**src/logic/fcr_regs.svh**
```systemverilog
// Offsets, field positions, reset values and tap figures of the equalizer coefficient bank.
`ifndef FCR_REGS_SVH
`define FCR_REGS_SVH

`define FCR_ADDR_W 12
`define FCR_DATA_W 16
`define FCR_NUM_REGS 5
`define FCR_IDX_W 3

`define FCR_CHAN_A_TAP_EIGHT_COEF_OFS 12'h427
`define FCR_CHAN_A_TAP_NINE_COEF_OFS 12'h429
`define FCR_CHAN_B_TAP_ONE_COEF_OFS 12'h448
`define FCR_CHAN_B_TAP_TWO_COEF_OFS 12'h44A
`define FCR_CHAN_B_TAP_THREE_COEF_OFS 12'h44C

`define FCR_REG_RESET 16'h0000
`define FCR_COEF_MSB 11
`define FCR_COEF_LSB 0
`define FCR_RSVD_MSB 15
`define FCR_RSVD_LSB 12
`define FCR_COEF_W 12
`define FCR_CENTER_COEF_W 18

`define FCR_NUM_TAPS 9
`define FCR_TAP_IDX_W 4
`define FCR_CENTER_TAP_IDX 4'h4
`define FCR_CHAN_A_TAP_EIGHT_IDX 4'h7
`define FCR_CHAN_A_TAP_NINE_IDX 4'h8
`define FCR_CHAN_B_TAP_ONE_IDX 4'h0
`define FCR_CHAN_B_TAP_TWO_IDX 4'h1
`define FCR_CHAN_B_TAP_THREE_IDX 4'h2

`endif
```
**src/logic/fcr_pkg.sv**
```systemverilog
// Types shared by the equalizer coefficient bank and its register cells.
`include "fcr_regs.svh"

package fcr_pkg;

  typedef logic signed [`FCR_COEF_W-1:0] fcr_coef_t;
  typedef logic signed [`FCR_CENTER_COEF_W-1:0] fcr_center_coef_t;
  typedef logic [`FCR_DATA_W-1:0] fcr_word_t;
  typedef logic [`FCR_ADDR_W-1:0] fcr_addr_t;

  typedef enum logic {
    FCR_MODE_SINGLE,
    FCR_MODE_DUAL
  } fcr_mode_t;

  typedef struct packed {
    logic wr;
    logic rd;
    fcr_addr_t addr;
    fcr_word_t wdata;
  } fcr_bus_req_t;

  typedef struct packed {
    fcr_coef_t tap_eight;
    fcr_coef_t tap_nine;
  } fcr_chan_a_taps_t;

  typedef struct packed {
    fcr_coef_t tap_one;
    fcr_coef_t tap_two;
    fcr_coef_t tap_three;
  } fcr_chan_b_taps_t;

endpackage : fcr_pkg

```
**src/logic/fcr_bank.sv**
```systemverilog
// Coefficient register bank for the programmable equalizer filter, taps eight and nine of A, one to three of B.
// What this block does
// - Each register holds a signed twelve-bit coefficient in bits 11:0.
// - After reset every register, reserved bits included, reads zero.
// - Readback returns the coefficient's top bit as zero whatever was written.
// - Offset 0x427 feeds channel A tap eight, or sole filter tap eight.
// - Offset 0x429 feeds channel A tap nine, or sole filter tap nine.
// - Offset 0x448 feeds channel B tap one, used only in dual mode.
// - Offset 0x44A feeds channel B tap two in dual mode.
// - Offset 0x44C feeds channel B tap three in dual mode.
// - The filter has nine taps; the centre tap is eighteen bits, others twelve.
//
// The implementer's own choice: the strobed register port.
`timescale 1ns/1ps
`default_nettype none
`include "fcr_regs.svh"

module fcr_bank (
  input wire logic ref_clk,
  input wire logic rst_n,
  input wire fcr_pkg::fcr_bus_req_t bus_req,
  output fcr_pkg::fcr_word_t rd_data,
  output logic rd_valid,
  input wire fcr_pkg::fcr_mode_t chan_mode,
  output fcr_pkg::fcr_chan_a_taps_t chan_a_taps,
  output fcr_pkg::fcr_chan_b_taps_t chan_b_taps,
  output logic chan_b_active
);
  import fcr_pkg::*;

  // Cell order: A tap eight, A tap nine, B tap one, B tap two, B tap three.
  localparam fcr_addr_t REG_OFS [`FCR_NUM_REGS] = '{
    `FCR_CHAN_A_TAP_EIGHT_COEF_OFS,
    `FCR_CHAN_A_TAP_NINE_COEF_OFS,
    `FCR_CHAN_B_TAP_ONE_COEF_OFS,
    `FCR_CHAN_B_TAP_TWO_COEF_OFS,
    `FCR_CHAN_B_TAP_THREE_COEF_OFS
  };

  localparam logic [`FCR_TAP_IDX_W-1:0] REG_TAP [`FCR_NUM_REGS] = '{
    `FCR_CHAN_A_TAP_EIGHT_IDX,
    `FCR_CHAN_A_TAP_NINE_IDX,
    `FCR_CHAN_B_TAP_ONE_IDX,
    `FCR_CHAN_B_TAP_TWO_IDX,
    `FCR_CHAN_B_TAP_THREE_IDX
  };

  logic [`FCR_NUM_REGS-1:0] addr_hit;
  logic [`FCR_NUM_REGS-1:0] wr_sel;
  fcr_word_t cell_stored [`FCR_NUM_REGS];
  fcr_word_t cell_readback [`FCR_NUM_REGS];
  fcr_coef_t cell_coef [`FCR_NUM_REGS];
  fcr_word_t rd_mux;
  fcr_word_t rd_data_reg;
  fcr_word_t rd_data_next;
  logic rd_valid_reg;
  logic chan_b_active_reg;
  fcr_chan_a_taps_t chan_a_taps_reg;
  fcr_chan_b_taps_t chan_b_taps_reg;

  genvar gi;
  generate
    for (gi = 0; gi < `FCR_NUM_REGS; gi = gi + 1) begin : g_cell
      assign addr_hit[gi] = (bus_req.addr == REG_OFS[gi]);
      assign wr_sel[gi] = bus_req.wr & addr_hit[gi];

      fcr_coef_cell u_cell (
        .ref_clk(ref_clk),
        .rst_n(rst_n),
        .wr_en(wr_sel[gi]),
        .wdata(bus_req.wdata),
        .stored(cell_stored[gi]),
        .readback(cell_readback[gi]),
        .coef(cell_coef[gi])
      );
    end
  endgenerate

  // Unmapped addresses read as zero; the hit vector has at most one bit set by construction.
  always_comb begin
    rd_mux = `FCR_REG_RESET;
    for (int i = 0; i < `FCR_NUM_REGS; i++) begin
      if (addr_hit[i]) begin
        rd_mux = cell_readback[i];
      end
    end
  end

  assign rd_data_next = bus_req.rd ? rd_mux : `FCR_REG_RESET;

  always_ff @(posedge ref_clk) begin
    if (!rst_n) begin
      rd_data_reg <= `FCR_REG_RESET;
      rd_valid_reg <= 1'b0;
    end else begin
      rd_data_reg <= rd_data_next;
      rd_valid_reg <= bus_req.rd;
    end
  end

  assign rd_data = rd_data_reg;
  assign rd_valid = rd_valid_reg;

  always_ff @(posedge ref_clk) begin
    if (!rst_n) begin
      chan_a_taps_reg <= '0;
    end else begin
      chan_a_taps_reg <= '{tap_eight: cell_coef[0], tap_nine: cell_coef[1]};
    end
  end

  // channel B taps, meaningful only in dual mode
  always_ff @(posedge ref_clk) begin
    if (!rst_n) begin
      chan_b_taps_reg <= '0;
      chan_b_active_reg <= 1'b0;
    end else begin
      chan_b_taps_reg <= '{tap_one: cell_coef[2], tap_two: cell_coef[3], tap_three: cell_coef[4]};
      chan_b_active_reg <= (chan_mode == FCR_MODE_DUAL);
    end
  end

  assign chan_a_taps = chan_a_taps_reg;
  assign chan_b_taps = chan_b_taps_reg;
  assign chan_b_active = chan_b_active_reg;

endmodule : fcr_bank

`default_nettype wire

```
**src/logic/fcr_coef_cell.sv**
```systemverilog
// One sixteen-bit coefficient register with its masked readback view.
`timescale 1ns/1ps
`default_nettype none
`include "fcr_regs.svh"

module fcr_coef_cell (
  input wire logic ref_clk,
  input wire logic rst_n,
  input wire logic wr_en,
  input wire fcr_pkg::fcr_word_t wdata,
  output fcr_pkg::fcr_word_t stored,
  output fcr_pkg::fcr_word_t readback,
  output fcr_pkg::fcr_coef_t coef
);
  import fcr_pkg::*;

  fcr_word_t word_reg;
  fcr_word_t word_next;

  assign word_next = wr_en ? wdata : word_reg;

  always_ff @(posedge ref_clk) begin
    if (!rst_n) begin
      word_reg <= `FCR_REG_RESET;
    end else begin
      word_reg <= word_next;
    end
  end

  assign stored = word_reg;

  assign coef = word_reg[`FCR_COEF_MSB:`FCR_COEF_LSB];

  assign readback = {word_reg[`FCR_RSVD_MSB:`FCR_RSVD_LSB], 1'b0, word_reg[`FCR_COEF_MSB-1:`FCR_COEF_LSB]};

endmodule : fcr_coef_cell

`default_nettype wire

```
**config.mk**
```make
export PLATFORM = sky130hd
export DESIGN_NAME = fcr_bank
export DESIGN_NICKNAME = d
export VERILOG_FILES = /design/src/logic/fcr_pkg.sv /design/src/logic/fcr_bank.sv /design/src/logic/fcr_coef_cell.sv
export VERILOG_INCLUDE_DIRS = /design/src /design/src/logic
export SDC_FILE = /design/constraint.sdc
export NUM_CORES = 1
export LEC_CHECK = 0
export BUFFER_PORTS_ARGS = -buffer_cell sky130_fd_sc_hd__buf_2
export CAP_MARGIN = 5
export CORE_UTILIZATION = 28
export DETAILED_ROUTE_END_ITERATION = 8
export GPL_TIMING_DRIVEN = 0
export MAX_ROUTING_LAYER = met4
export PLACE_DENSITY_LB_ADDON = 0.1
export SETUP_SLACK_MARGIN = 0.05
export SYNTH_ARGS = -nofsm -noshare
export SYNTH_HDL_FRONTEND = slang
export SYNTH_HIERARCHICAL = 1
export SYNTH_SLANG_ARGS = --single-unit
```
**constraint.sdc**
```tcl
create_clock -name ref_clk -period 2.94 [get_ports ref_clk]
set_clock_uncertainty 0.05 [all_clocks]
set_input_delay 0.294 -clock ref_clk [delete_from_list [all_inputs] [get_ports ref_clk]]
set_output_delay 0.294 -clock ref_clk [all_outputs]
set_load 0.02 [all_outputs]
```
Word level (Yosys, flattened, before mapping)
Cells that the tools add are included.
{ "classes": {"eq_ne": 5, "n_mux": 5, "bitwise_logic": 7, "n_reduce_logical": 2} }
{ "ops": {"columns": ["cell", "count"], "rows": [
  ["two-way mux 16 bit", 5],
  ["equality test 12 x 11 -> 1 bit (second input constant)", 5],
  ["OR reduction 6 bit", 1],
  ["AND 1 bit", 5],
  ["inverter 1 bit", 2],
  ["AND reduction 2 bit", 1]
]} }
{ "totals": {"register_bits": 158, "input_bits": 33, "out_inout_bits": 78, "elab_cells": 33} }

Depth between registers and ports, before layout
Gate-level depths: netlist of run 1.
{ "logic_depth": {"ltp_word": 6, "ltp_mapped": 9, "ltp_nobuf": 6} }

Modules after synthesis
Netlist of run 1, hierarchy kept.
{ "by_module_without_submodules": {"columns": ["module", "n_inst", "cells_per_inst", "area_per_inst_um2", "seq_area_each_um2"], "rows": [
  ["fcr_coef_cell", 5, 80, 829.5, 320.3],
  ["fcr_bank", 1, 311, 3168.0, 1561.5]
]} }

Worst setup path after synthesis of run 1
No wires, ideal clock.
{ "synth_path": {"path_type": "input-to-reg", "from": "in bus_req[16] (netlist name)", "to": "reg g_cell[2].u_cell.word_reg[10]", "setup_ns": 0.116, "arrival_ns": 1.699, "required_ns": 2.774, "path_slack_ns": 1.075, "cell_stages": 9, "path_buffers": 3, "cell_sequence": "and4bb_2 and2_1 buf_2 nand3_1 nor3_1 buf_6 buf_12 mux2i_1 nor2b_1"} }
{ "synth_between": {"elab_chain_cells": 2} }
{ "synth_rtl": {"columns": ["element", "line", "source"], "rows": [
  ["start: declaration", "fcr_bank.sv:21", "input wire fcr_pkg::fcr_bus_req_t bus_req,"],
  ["equality test 12 x 11 -> 1 bit", "fcr_bank.sv:64", "assign addr_hit[gi] = (bus_req.addr == REG_OFS[gi]);"],
  ["AND 1 bit", "fcr_bank.sv:65", "assign wr_sel[gi] = bus_req.wr & addr_hit[gi];"],
  ["named net wr_sel[2]", "fcr_bank.sv:49", "logic [`FCR_NUM_REGS-1:0] wr_sel;"],
  ["end signal: assignment", "fcr_coef_cell.sv:24", "word_reg <= `FCR_REG_RESET;"],
  ["end signal: assignment", "fcr_coef_cell.sv:26", "word_reg <= word_next;"],
  ["end: declaration", "fcr_coef_cell.sv:17", "fcr_word_t word_reg;"]
]} }
The timed path passes the listed nets, and every way through them passes these cells.
A chain may end at the register's enable or synchronous reset.

Final worst setup path of run 1
{ "layout_path": {"from": "in bus_req[20] (netlist name)", "to": "reg g_cell[0].u_cell.word_reg[14]"} }
{ "layout_between": {"elab_chain_cells": 2} }
{ "layout_rtl": {"columns": ["element", "line"], "rows": [
  ["equality test 12 x 11 -> 1 bit", "fcr_bank.sv:64"],
  ["AND 1 bit", "fcr_bank.sv:65"],
  ["named net wr_sel[0]", "fcr_bank.sv:49"],
  ["end signal: assignment", "fcr_coef_cell.sv:24"],
  ["end signal: assignment", "fcr_coef_cell.sv:26"],
  ["end: declaration", "fcr_coef_cell.sv:17"]
]} }
The timed path passes the listed nets, and every way through them passes these cells.

==> results.yml, run 1 <==
timing:
  tightestPinTransition_ns: 0.717
  slew_viol_final: 0
  fin_hold_ws_ns: 0.0366
  timing.fmax_mhz: 529
  unrepaired_setup_endpoints_after_global_routing: "false"
  tmin_final_ns: 1.89
  finalHoldViolations: 0
  timing.slew.headroom: 0.522
  timing.final.setup_violations: 0
  final.period_utilization: 0.643
  setup_tns_ns: 0
power_and_ir_drop:
  post-layout-total-power_mw: 4.49
  power_share_of_the_clock_group: 0.482
  max_ir_drop_vdd_uv: 311
  cell_int_power_mw: 3.47
  p_sw_mw: 1.02
  sw_frac_of_total: 0.228
  flop_pwr_share: 0.477
  power_per_cell_area_mw_per_mm2: 545
  power.combinational.fraction: 0.041
  p_leak_nw: 3.32
clocking:
  post_cts_buffers: 0
  cts_max_level: 4
  clkTransAtPathRegs_ns: 0.06
  cts_tree: "done"
  ctsRootBufferMaster: "clkbuf_16"
  cts_inserted_buffers: 17
  cts_repair_resize_count: 0
  post_cts_hold_buffer_count: 0
  total_clock_sinks: 158
  clkLatencyLatePin_ns: 0.43
  cts_buffer_depth: 2
route:
  vias_per_cell: 4.39
  routedWlPerCell_microns: 17.1
  wl_microns: 18700
  via_count: 4794
  drc: 0
  ant_nets: 0
  detail_route.iter0.violations: 186
  detailedRoute.firstPassIterationCount: 4
placed_design:
  instance_count_after_placement_with_tap_cells_included: 1060
  placer_congestion_estimate: 0.837
  io_buffers: 110
  postPlaceCellArea_sq_mm: 0.00766
  half_perimeter_wire_length_of_the_detailed_placement_result_microns: 13800
worst_setup_path:
  crit_end: "g_cell[0].u_cell/stored[14]$_SDFFE_PN0P_"
  most_repeated_library_cell_on_the_critical_path: "buf_2"
  reg2regPathDepth: 5
  worst_setup_path_start_kind: "input port"
  setup.worst_path.start: "bus_req[20]"
  worst_r2r_endpoint: "rd_data[7]$_SDFF_PN0_"
  critical-path-max-stage-delay_ns: 0.42
  crit_path_max_fanout: 10
  r2r_setup_slack_ns: 1.49
  timing.critical_path.arrival_ns: 2.16
  cp-end-kind: "flop"
  timing.setup.critical_path_class: "in2reg"
  critical_path_required_ns: 3.21
  cell_at_the_slowest_stage_of_the_critical_path: "nor4b_2"
  start_of_the_worst_register_to_register_path: "g_cell[1].u_cell/stored[7]$_SDFFE_PN0P_"
  crit_chain: "buf_2 -> nor4b_2 -> buf_2 -> nand4_1 -> nor3_1 -> buf_6 -> buf_12 -> mux2i_1 -> nor2b_1"
global_routing:
  antenna_found_initial: 3
  first_global_vias: 4866
  grt.total_usage: 0.163
  globalRouteOverflowTotal: 0
  grt_first_pass_wirelength_microns: 28200
  grt_start_max_net_pins: 45
logic_synthesis:
  synth.cell_area_sq_mm: 0.00672
  synthCells: 631
  postSynthAreaPerCell_sq_um: 10.6
  synth_warnings: 6
  syn-num-nets: 664
cells_and_area:
  layout-drive-gt1-share: 0.296
  final_cell_mix: "dfxtp_1 (158), buf_2 (119), nor2b_1 (83), mux2i_1 (80), and2_1 (63)"
  final_common_cell: "dfxtp_1"
  max_ffs_per_register: 80
  stdcell_area_sq_mm: 0.00823
  layoutNonFillerInstCount: 1093
  nets: 793
  area_growth_syn_to_layout_pct: 22.6
worst_hold_path:
  hold_path_class: "in2reg"
floorplan:
  initial_utilization: 0.286
  core-area_sq_mm: 0.0235
  placementRows: 56
  die_x_microns: 157
  die_area_sq_mm: 0.0246
  boundaryPins: 111
  chipHeight_microns: 157
outcome:
  run_status: "completed"
flow_run:
  count_of_maximum_capacitance_violations: 0
[power groups by stage]
stage | Sequential [mW] | Combinational, mW | Clock (mW)
detailed placement | 2.19 | 0.184 | 0
finish | 2.14 | 0.183 | 2.16
CTS | 2.14 | 0.185 | 2.23
floorplan | 2.19 | 0.0837 | 0
global placement | 2.19 | 0.183 | 0
global route | 2.14 | 0.198 | 2.33
[worst min-delay path by stage]
| stage | depth (start not counted) | to | slack, ns | start |
|---|---|---|---|---|
| after floorplan | 1 | chan_a_taps[22]$_SDFF_PN0_ | 0.37 | rst_n |
| after global placement | 1 | chan_a_taps[11]$_SDFF_PN0_ | 0.41 | g_cell[1].u_cell/stored[11]$_SDFFE_PN0P_ |
| after detailed placement | 1 | chan_b_taps[11]$_SDFF_PN0_ | 0.40 | g_cell[4].u_cell/stored[11]$_SDFFE_PN0P_ |
| after CTS | 2 | chan_b_active$_SDFF_PN0_ | 0.01 | chan_mode |
| after global routing | 2 | chan_b_active$_SDFF_PN0_ | 0.04 | chan_mode |
| final | 2 | chan_b_active$_SDFF_PN0_ | 0.04 | chan_mode |
[worst max-delay path: cells and delay by family]
| kind | cells | cell delay (ns) |
|---|---|---|
| buffers and inverters | 4 | 0.79 |
| muxes | 1 | 0.18 |
| and+or+nand+nor | 4 | 0.89 |
[final cells by class]
class,count,area [sq um]
Fill cell,2417,15200
Sequential cell,158,3160
Multi-Input combinational cell,372,2810
Buffer,101,742
Timing Repair Buffer,110,551
Clock buffer,20,447
Tap cell,319,399
Clock inverter,10,115
Antenna cell,3,7.51
[routing by layer]
metal,GRT usage,vias to the layer above,wire length [microns]
li1,-,2360,-
met1,0.208,2272,9060
met2,0.247,136,8320
met3,0.0415,26,868
met4,0.0626,0,423
met5,-,-,0
[stage by stage]
stage / util / setup slack, ns
global route: 0.351 / 0.830
floorplan: - / 1.07
global placement: 0.327 / 0.637
CTS: 0.350 / 1.05
detailed placement: 0.327 / 0.596
finish: 0.351 / 1.05
(Power assumes the default switching activity.)
==> inputs of run 2 (changes only) <==
Settings changed: ABC_AREA from default to 1.
Clock period 2.94 ns to 1.8 ns, I/O delays scaled along.
==> results.yml, run 2 <==
outcome:
  run_status: "completed"
clocking:
  clkLatencyLatePin_ns: 0.43
  cts_max_level: 4
  clkTransAtPathRegs_ns: 0.06
  post_cts_buffers: 0
  cts_inserted_buffers: 17
  cts_buffer_depth: 2
  total_clock_sinks: 158
  cts_tree: "done"
  ctsRootBufferMaster: "clkbuf_16"
timing:
  timing.fmax_mhz: 632
  tightestPinTransition_ns: 0.826
  final.period_utilization: 0.879
  tmin_final_ns: 1.58
  unrepaired_setup_endpoints_after_global_routing: "false"
  slew_viol_final: 0
  finalHoldViolations: 0
  timing.final.setup_violations: 0
  timing.slew.headroom: 0.450
cells_and_area:
  area_growth_syn_to_layout_pct: 21.7
  layout-drive-gt1-share: 0.244
  final.fill_count: 2866
  layoutNonFillerInstCount: 1484
  final_cell_mix: "nand2_1 (264), inv_1 (179), dfxtp_1 (158), nor2_1 (152), buf_2 (115)"
  ff_latch_area_sq_mm: 0.00316
  max_ffs_per_register: 80
  final_common_cell: "nand2_1"
  count_of_antenna_diodes_in_the_layout: 0
  finalCoreUtilization: 0.347
  nets: 1174
  multiInputGateArea_sq_mm: 0.00251
logic_synthesis:
  postSynthAreaPerCell_sq_um: 7.09
  synth.cell_area_sq_mm: 0.00716
  synthCells: 1011
  synth_warnings: 6
  syn-num-nets: 1044
route:
  wl_microns: 21800
  ant_nets: 0
  detailedRoute.firstPassIterationCount: 4
  drc: 0
  vias_per_cell: 3.92
  via_count: 5816
  routedWlPerCell_microns: 14.7
  detail_route.iter0.violations: 291
power_and_ir_drop:
  p_leak_nw: 4.65
  post-layout-total-power_mw: 7.32
  power_per_cell_area_mw_per_mm2: 839
  max_ir_drop_vdd_uv: 488
floorplan:
  boundaryPins: 111
  chipHeight_microns: 162
  die_area_sq_mm: 0.0262
  placementRows: 58
  initial_utilization: 0.285
  core-area_sq_mm: 0.0251
  die_x_microns: 162
worst_setup_path:
  timing.critical_path.arrival_ns: 1.85
  timing.setup.critical_path_class: "in2reg"
  critical_path_required_ns: 2.07
  setup.worst_path.start: "bus_req[18]"
  worst_setup_path_start_kind: "input port"
  cp-end-kind: "flop"
  start_of_the_worst_register_to_register_path: "g_cell[0].u_cell/stored[2]$_SDFFE_PN0P_"
  crit_path_max_fanout: 10
global_routing:
  grt_first_pass_wirelength_microns: 33100
  globalRouteOverflowTotal: 0
  first_global_vias: 5564
  grt.total_usage: 0.179
  grt_start_max_net_pins: 17
  antenna_found_initial: 0
placed_design:
  io_buffers: 108
  placer_congestion_estimate: 0.869
  half_perimeter_wire_length_of_the_detailed_placement_result_microns: 15800
  instance_count_after_placement_with_tap_cells_included: 1449
flow_run:
  count_of_maximum_capacitance_violations: 0
worst_hold_path:
  hold_path_class: "in2reg"
  hold_path_startpoint: "bus_req[10]"
==> run 2: routing by layer <==
metal | global-route usage | routed length (microns) | vias up
met5 | - | 0 | -
met4 | 0.0523 | 367 | 0
met3 | 0.0301 | 675 | 19
met2 | 0.282 | 9890 | 114
met1 | 0.234 | 10900 | 2518
li1 | - | - | 3165
==> run 2: final timing paths <==
check,endpoint,slack [ns],cells after the start
setup / recovery,g_cell[2].u_cell/stored[14]$_SDFFE_PN0P_,0.22,11
hold / removal,g_cell[2].u_cell/stored[10]$_SDFFE_PN0P_,0.1,5
setup reg to reg,rd_data[2]$_SDFF_PN0_,0.56,7
hold reg to reg,chan_a_taps[11]$_SDFF_PN0_,0.39,2
==> run 2: what timing repair did <==
action                                  4_1_cts  5_1_grt
cloned                                        0        0
hold buffers                                  3        0
resized for setup                             1        5
hold endpoints to repair                     32        0
endpoints found under the setup margin        1       63
==> run 2: critical path, stage by stage <==
cell     delay [ns]
buf_2          0.10
inv_1          0.10
nand2_1        0.15
nor2_4         0.25
nand2_1        0.19
buf_4          0.22
nor2_2         0.27
buf_6          0.20
nand2_1        0.06
nand2_1        0.07
nor2_2         0.03
==> run 2: power breakdown <==
| part | total (mW) | leakage, nW | internal [mW] | switching, mW |
|---|---|---|---|---|
| Clock | 3.46 | 0.254 | 1.94 | 1.51 |
| Combinational | 0.364 | 3.12 | 0.108 | 0.257 |
| Sequential | 3.50 | 1.27 | 3.50 | 0.000844 |
==> run 2: cell type report <==
type                            count  share of cell area
Inverter                          181              0.0779
Tap cell                          330              0.0473
Timing Repair Buffer              111              0.0654
Clock inverter                      9              0.0100
Clock buffer                       23              0.0525
Buffer                            110              0.0963
Sequential cell                   158               0.363
Multi-Input combinational cell    562               0.288
==> run 2: stage by stage <==
step | instance area [sq um] | setup TNS, ns | hold slack (ns) | setup WS (ns)
2_1_floorplan | 7170 | 0 | 0.228 | 0.0512
3_3_place_gp | 8120 | -22.21 | 0.325 | -0.402
3_5_place_dp | 8120 | -22.83 | 0.326 | -0.401
4_1_cts | 8700 | 0 | 0.0828 | 0.115
5_1_grt | 8720 | 0 | 0.115 | 0.0694
6_report | 8720 | 0 | 0.0990 | 0.218
==> inputs of run 3 (changes only) <==
Settings changed: CELL_PAD_IN_SITES_DETAIL_PLACEMENT from default to 2, CELL_PAD_IN_SITES_GLOBAL_PLACEMENT from default to 2.
==> results.yml, run 3 (synthesis gave the netlist of run 2 again) <==
floorplan:
  die_x_microns: 162
  core-area_sq_mm: 0.0251
  chipHeight_microns: 162
  initial_utilization: 0.285
  die_area_sq_mm: 0.0262
  placementRows: 58
  boundaryPins: 111
global_routing:
  grt.total_usage: 0.209
  global_route.usage.met2: 0.345
  grt_util_met3: 0.0266
  busiest_layer: "met2"
  global_route.usage.met1: 0.267
  grt_first_pass_wirelength_microns: 38800
  globalRouteOverflowTotal: 0
  grt_start_max_net_pins: 17
  antenna_found_initial: 0
  first_global_vias: 6507
cells_and_area:
  layout-drive-gt1-share: 0.251
  max_ffs_per_register: 80
  final_common_cell: "nand2_1"
  count_of_antenna_diodes_in_the_layout: 0
  stdcell_area_sq_mm: 0.00876
  final_cell_mix: "nand2_1 (264), inv_1 (179), dfxtp_1 (158), nor2_1 (151), buf_2 (116)"
  nets: 1176
  area_growth_syn_to_layout_pct: 22.3
route:
  detailedRoute.firstPassIterationCount: 5
  routedWlPerCell_microns: 17.1
  wl_microns: 25400
  vias_per_cell: 4.24
  ant_nets: 0
  detail_route.iter0.violations: 250
  via_count: 6302
  drc: 0
timing:
  setup_ws_ns: 0.183
  tmin_final_ns: 1.62
  timing.slew.headroom: 0.186
  finalHoldViolations: 0
  tightestPinTransition_ns: 1.22
  timing.final.setup_violations: 0
  slew_viol_final: 0
  timing.fmax_mhz: 618
  unrepaired_setup_endpoints_after_global_routing: "false"
  setup_tns_ns: 0
  final.period_utilization: 0.898
worst_setup_path:
  worst_setup_path_start_kind: "input port"
  critical_path_required_ns: 2.07
  setup.worst_path.start: "bus_req[18]"
  crit_chain: "buf_2 -> inv_1 -> nand2_1 -> nor2_4 -> inv_2 -> buf_6 -> nor4_4 -> buf_4 -> buf_6 -> nand2_1 -> nand2_1 -> nor2_1"
  cell_at_the_slowest_stage_of_the_critical_path: "nor2_4"
  timing.setup.critical_path_class: "in2reg"
  most_repeated_library_cell_on_the_critical_path: "nand2_1"
  critical-path-max-stage-delay_ns: 0.29
  cp-end-kind: "flop"
  start_of_the_worst_register_to_register_path: "g_cell[0].u_cell/stored[6]$_SDFFE_PN0P_"
  timing.critical_path.arrival_ns: 1.89
  reg2regPathDepth: 7
  crit_path_max_fanout: 10
power_and_ir_drop:
  max_ir_drop_vdd_uv: 563
  sw_frac_of_total: 0.258
  power_share_of_the_clock_group: 0.471
  power.combinational.fraction: 0.052
  p_leak_nw: 4.68
  cell_int_power_mw: 5.44
  flop_pwr_share: 0.477
  power_per_cell_area_mw_per_mm2: 837
  p_sw_mw: 1.89
  post-layout-total-power_mw: 7.33
clocking:
  clkTransAtPathRegs_ns: 0.06
  total_clock_sinks: 158
  clkLatencyLatePin_ns: 0.43
  cts_buffer_depth: 2
  ctsRootBufferMaster: "clkbuf_16"
  cts_max_level: 4
  cts_tree: "done"
  cts_inserted_buffers: 17
placed_design:
  placer_congestion_estimate: 0.808
  io_buffers: 108
  dp_slack_ns: -0.600
  half_perimeter_wire_length_of_the_detailed_placement_result_microns: 18900
  postPlaceCellArea_sq_mm: 0.00812
outcome:
  run_status: "completed"
flow_run:
  count_of_maximum_capacitance_violations: 0
worst_hold_path:
  hold_path_startpoint: "rst_n"
  hold_path_class: "in2reg"
  min_path_cells: 3
==> run 3: cell types whose count changed in the layout (fill, tap and decap cells not counted), sizes merged <==
cell,before,now
inv,182,186
clkbuf,38,33
buf,203,206
bufinv,1,0
clkinv,3,6
clkinvlp,4,2
==> run 3: cell type report <==
cell class | instances | area [sq um]
flip-flops and latches | 158 | 3160
clock buffers | 19 | 443
plain buffers | 110 | 841
fillers | 3077 | 16400
multi-input cells | 562 | 2530
well taps | 330 | 413
inverters | 181 | 679
clock inverters | 13 | 106
repair buffers | 113 | 586
==> run 3: power groups by stage <==
stage / clock network [mW] / registers [mW] / logic (mW)
4_1_cts: 3.59 / 3.50 / 0.387
6_report: 3.45 / 3.50 / 0.381
2_1_floorplan: 0 / 3.58 / 0.193
3_3_place_gp: 0 / 3.58 / 0.369
5_1_grt: 3.71 / 3.50 / 0.421
3_5_place_dp: 0 / 3.58 / 0.376
==> run 3: repair_timing <==
item                       CTS  global route
hold endpoints to repair     9             0
gates resized for setup      5             8
buffers inserted             0             2
pin swaps                    0             2
hold buffers                 3             0
setup endpoints to repair   62            78
cloned                       0             0
==> run 3: metal layers <==
layer / vias up / share of wire
met5: - / 0
met4: 0 / 0.012
met3: 16 / 0.022
met2: 89 / 0.48
met1: 3019 / 0.48
li1: 3178 / -
==> run 3: final timing paths <==
path / end / slack (ns)
max: g_cell[1].u_cell/stored[9]$_SDFFE_PN0P_ / 0.18
min: g_cell[0].u_cell/stored[3]$_SDFFE_PN0P_ / 0.04
max reg2reg: rd_data[6]$_SDFF_PN0_ / 0.57
min reg2reg: chan_a_taps[11]$_SDFF_PN0_ / 0.39
==> run 3: metrics by stage <==
| step | hold slack (ns) | instances | utilization |
|---|---|---|---|
| final | 0.0376 | 1486 | 0.349 |
| after global routing | 0.0431 | 1486 | 0.349 |
| after CTS | 0.00956 | 1484 | 0.347 |
| after detailed placement | 0.331 | 1449 | 0.324 |
| after global placement | 0.315 | 1449 | 0.324 |
| after floorplan | 0.228 | 1011 | - |
==> run 3: critical path, delay by kind of cell <==
kind	cells	cell delay, ns
buf+inv	6	0.87
simple gates	6	0.84
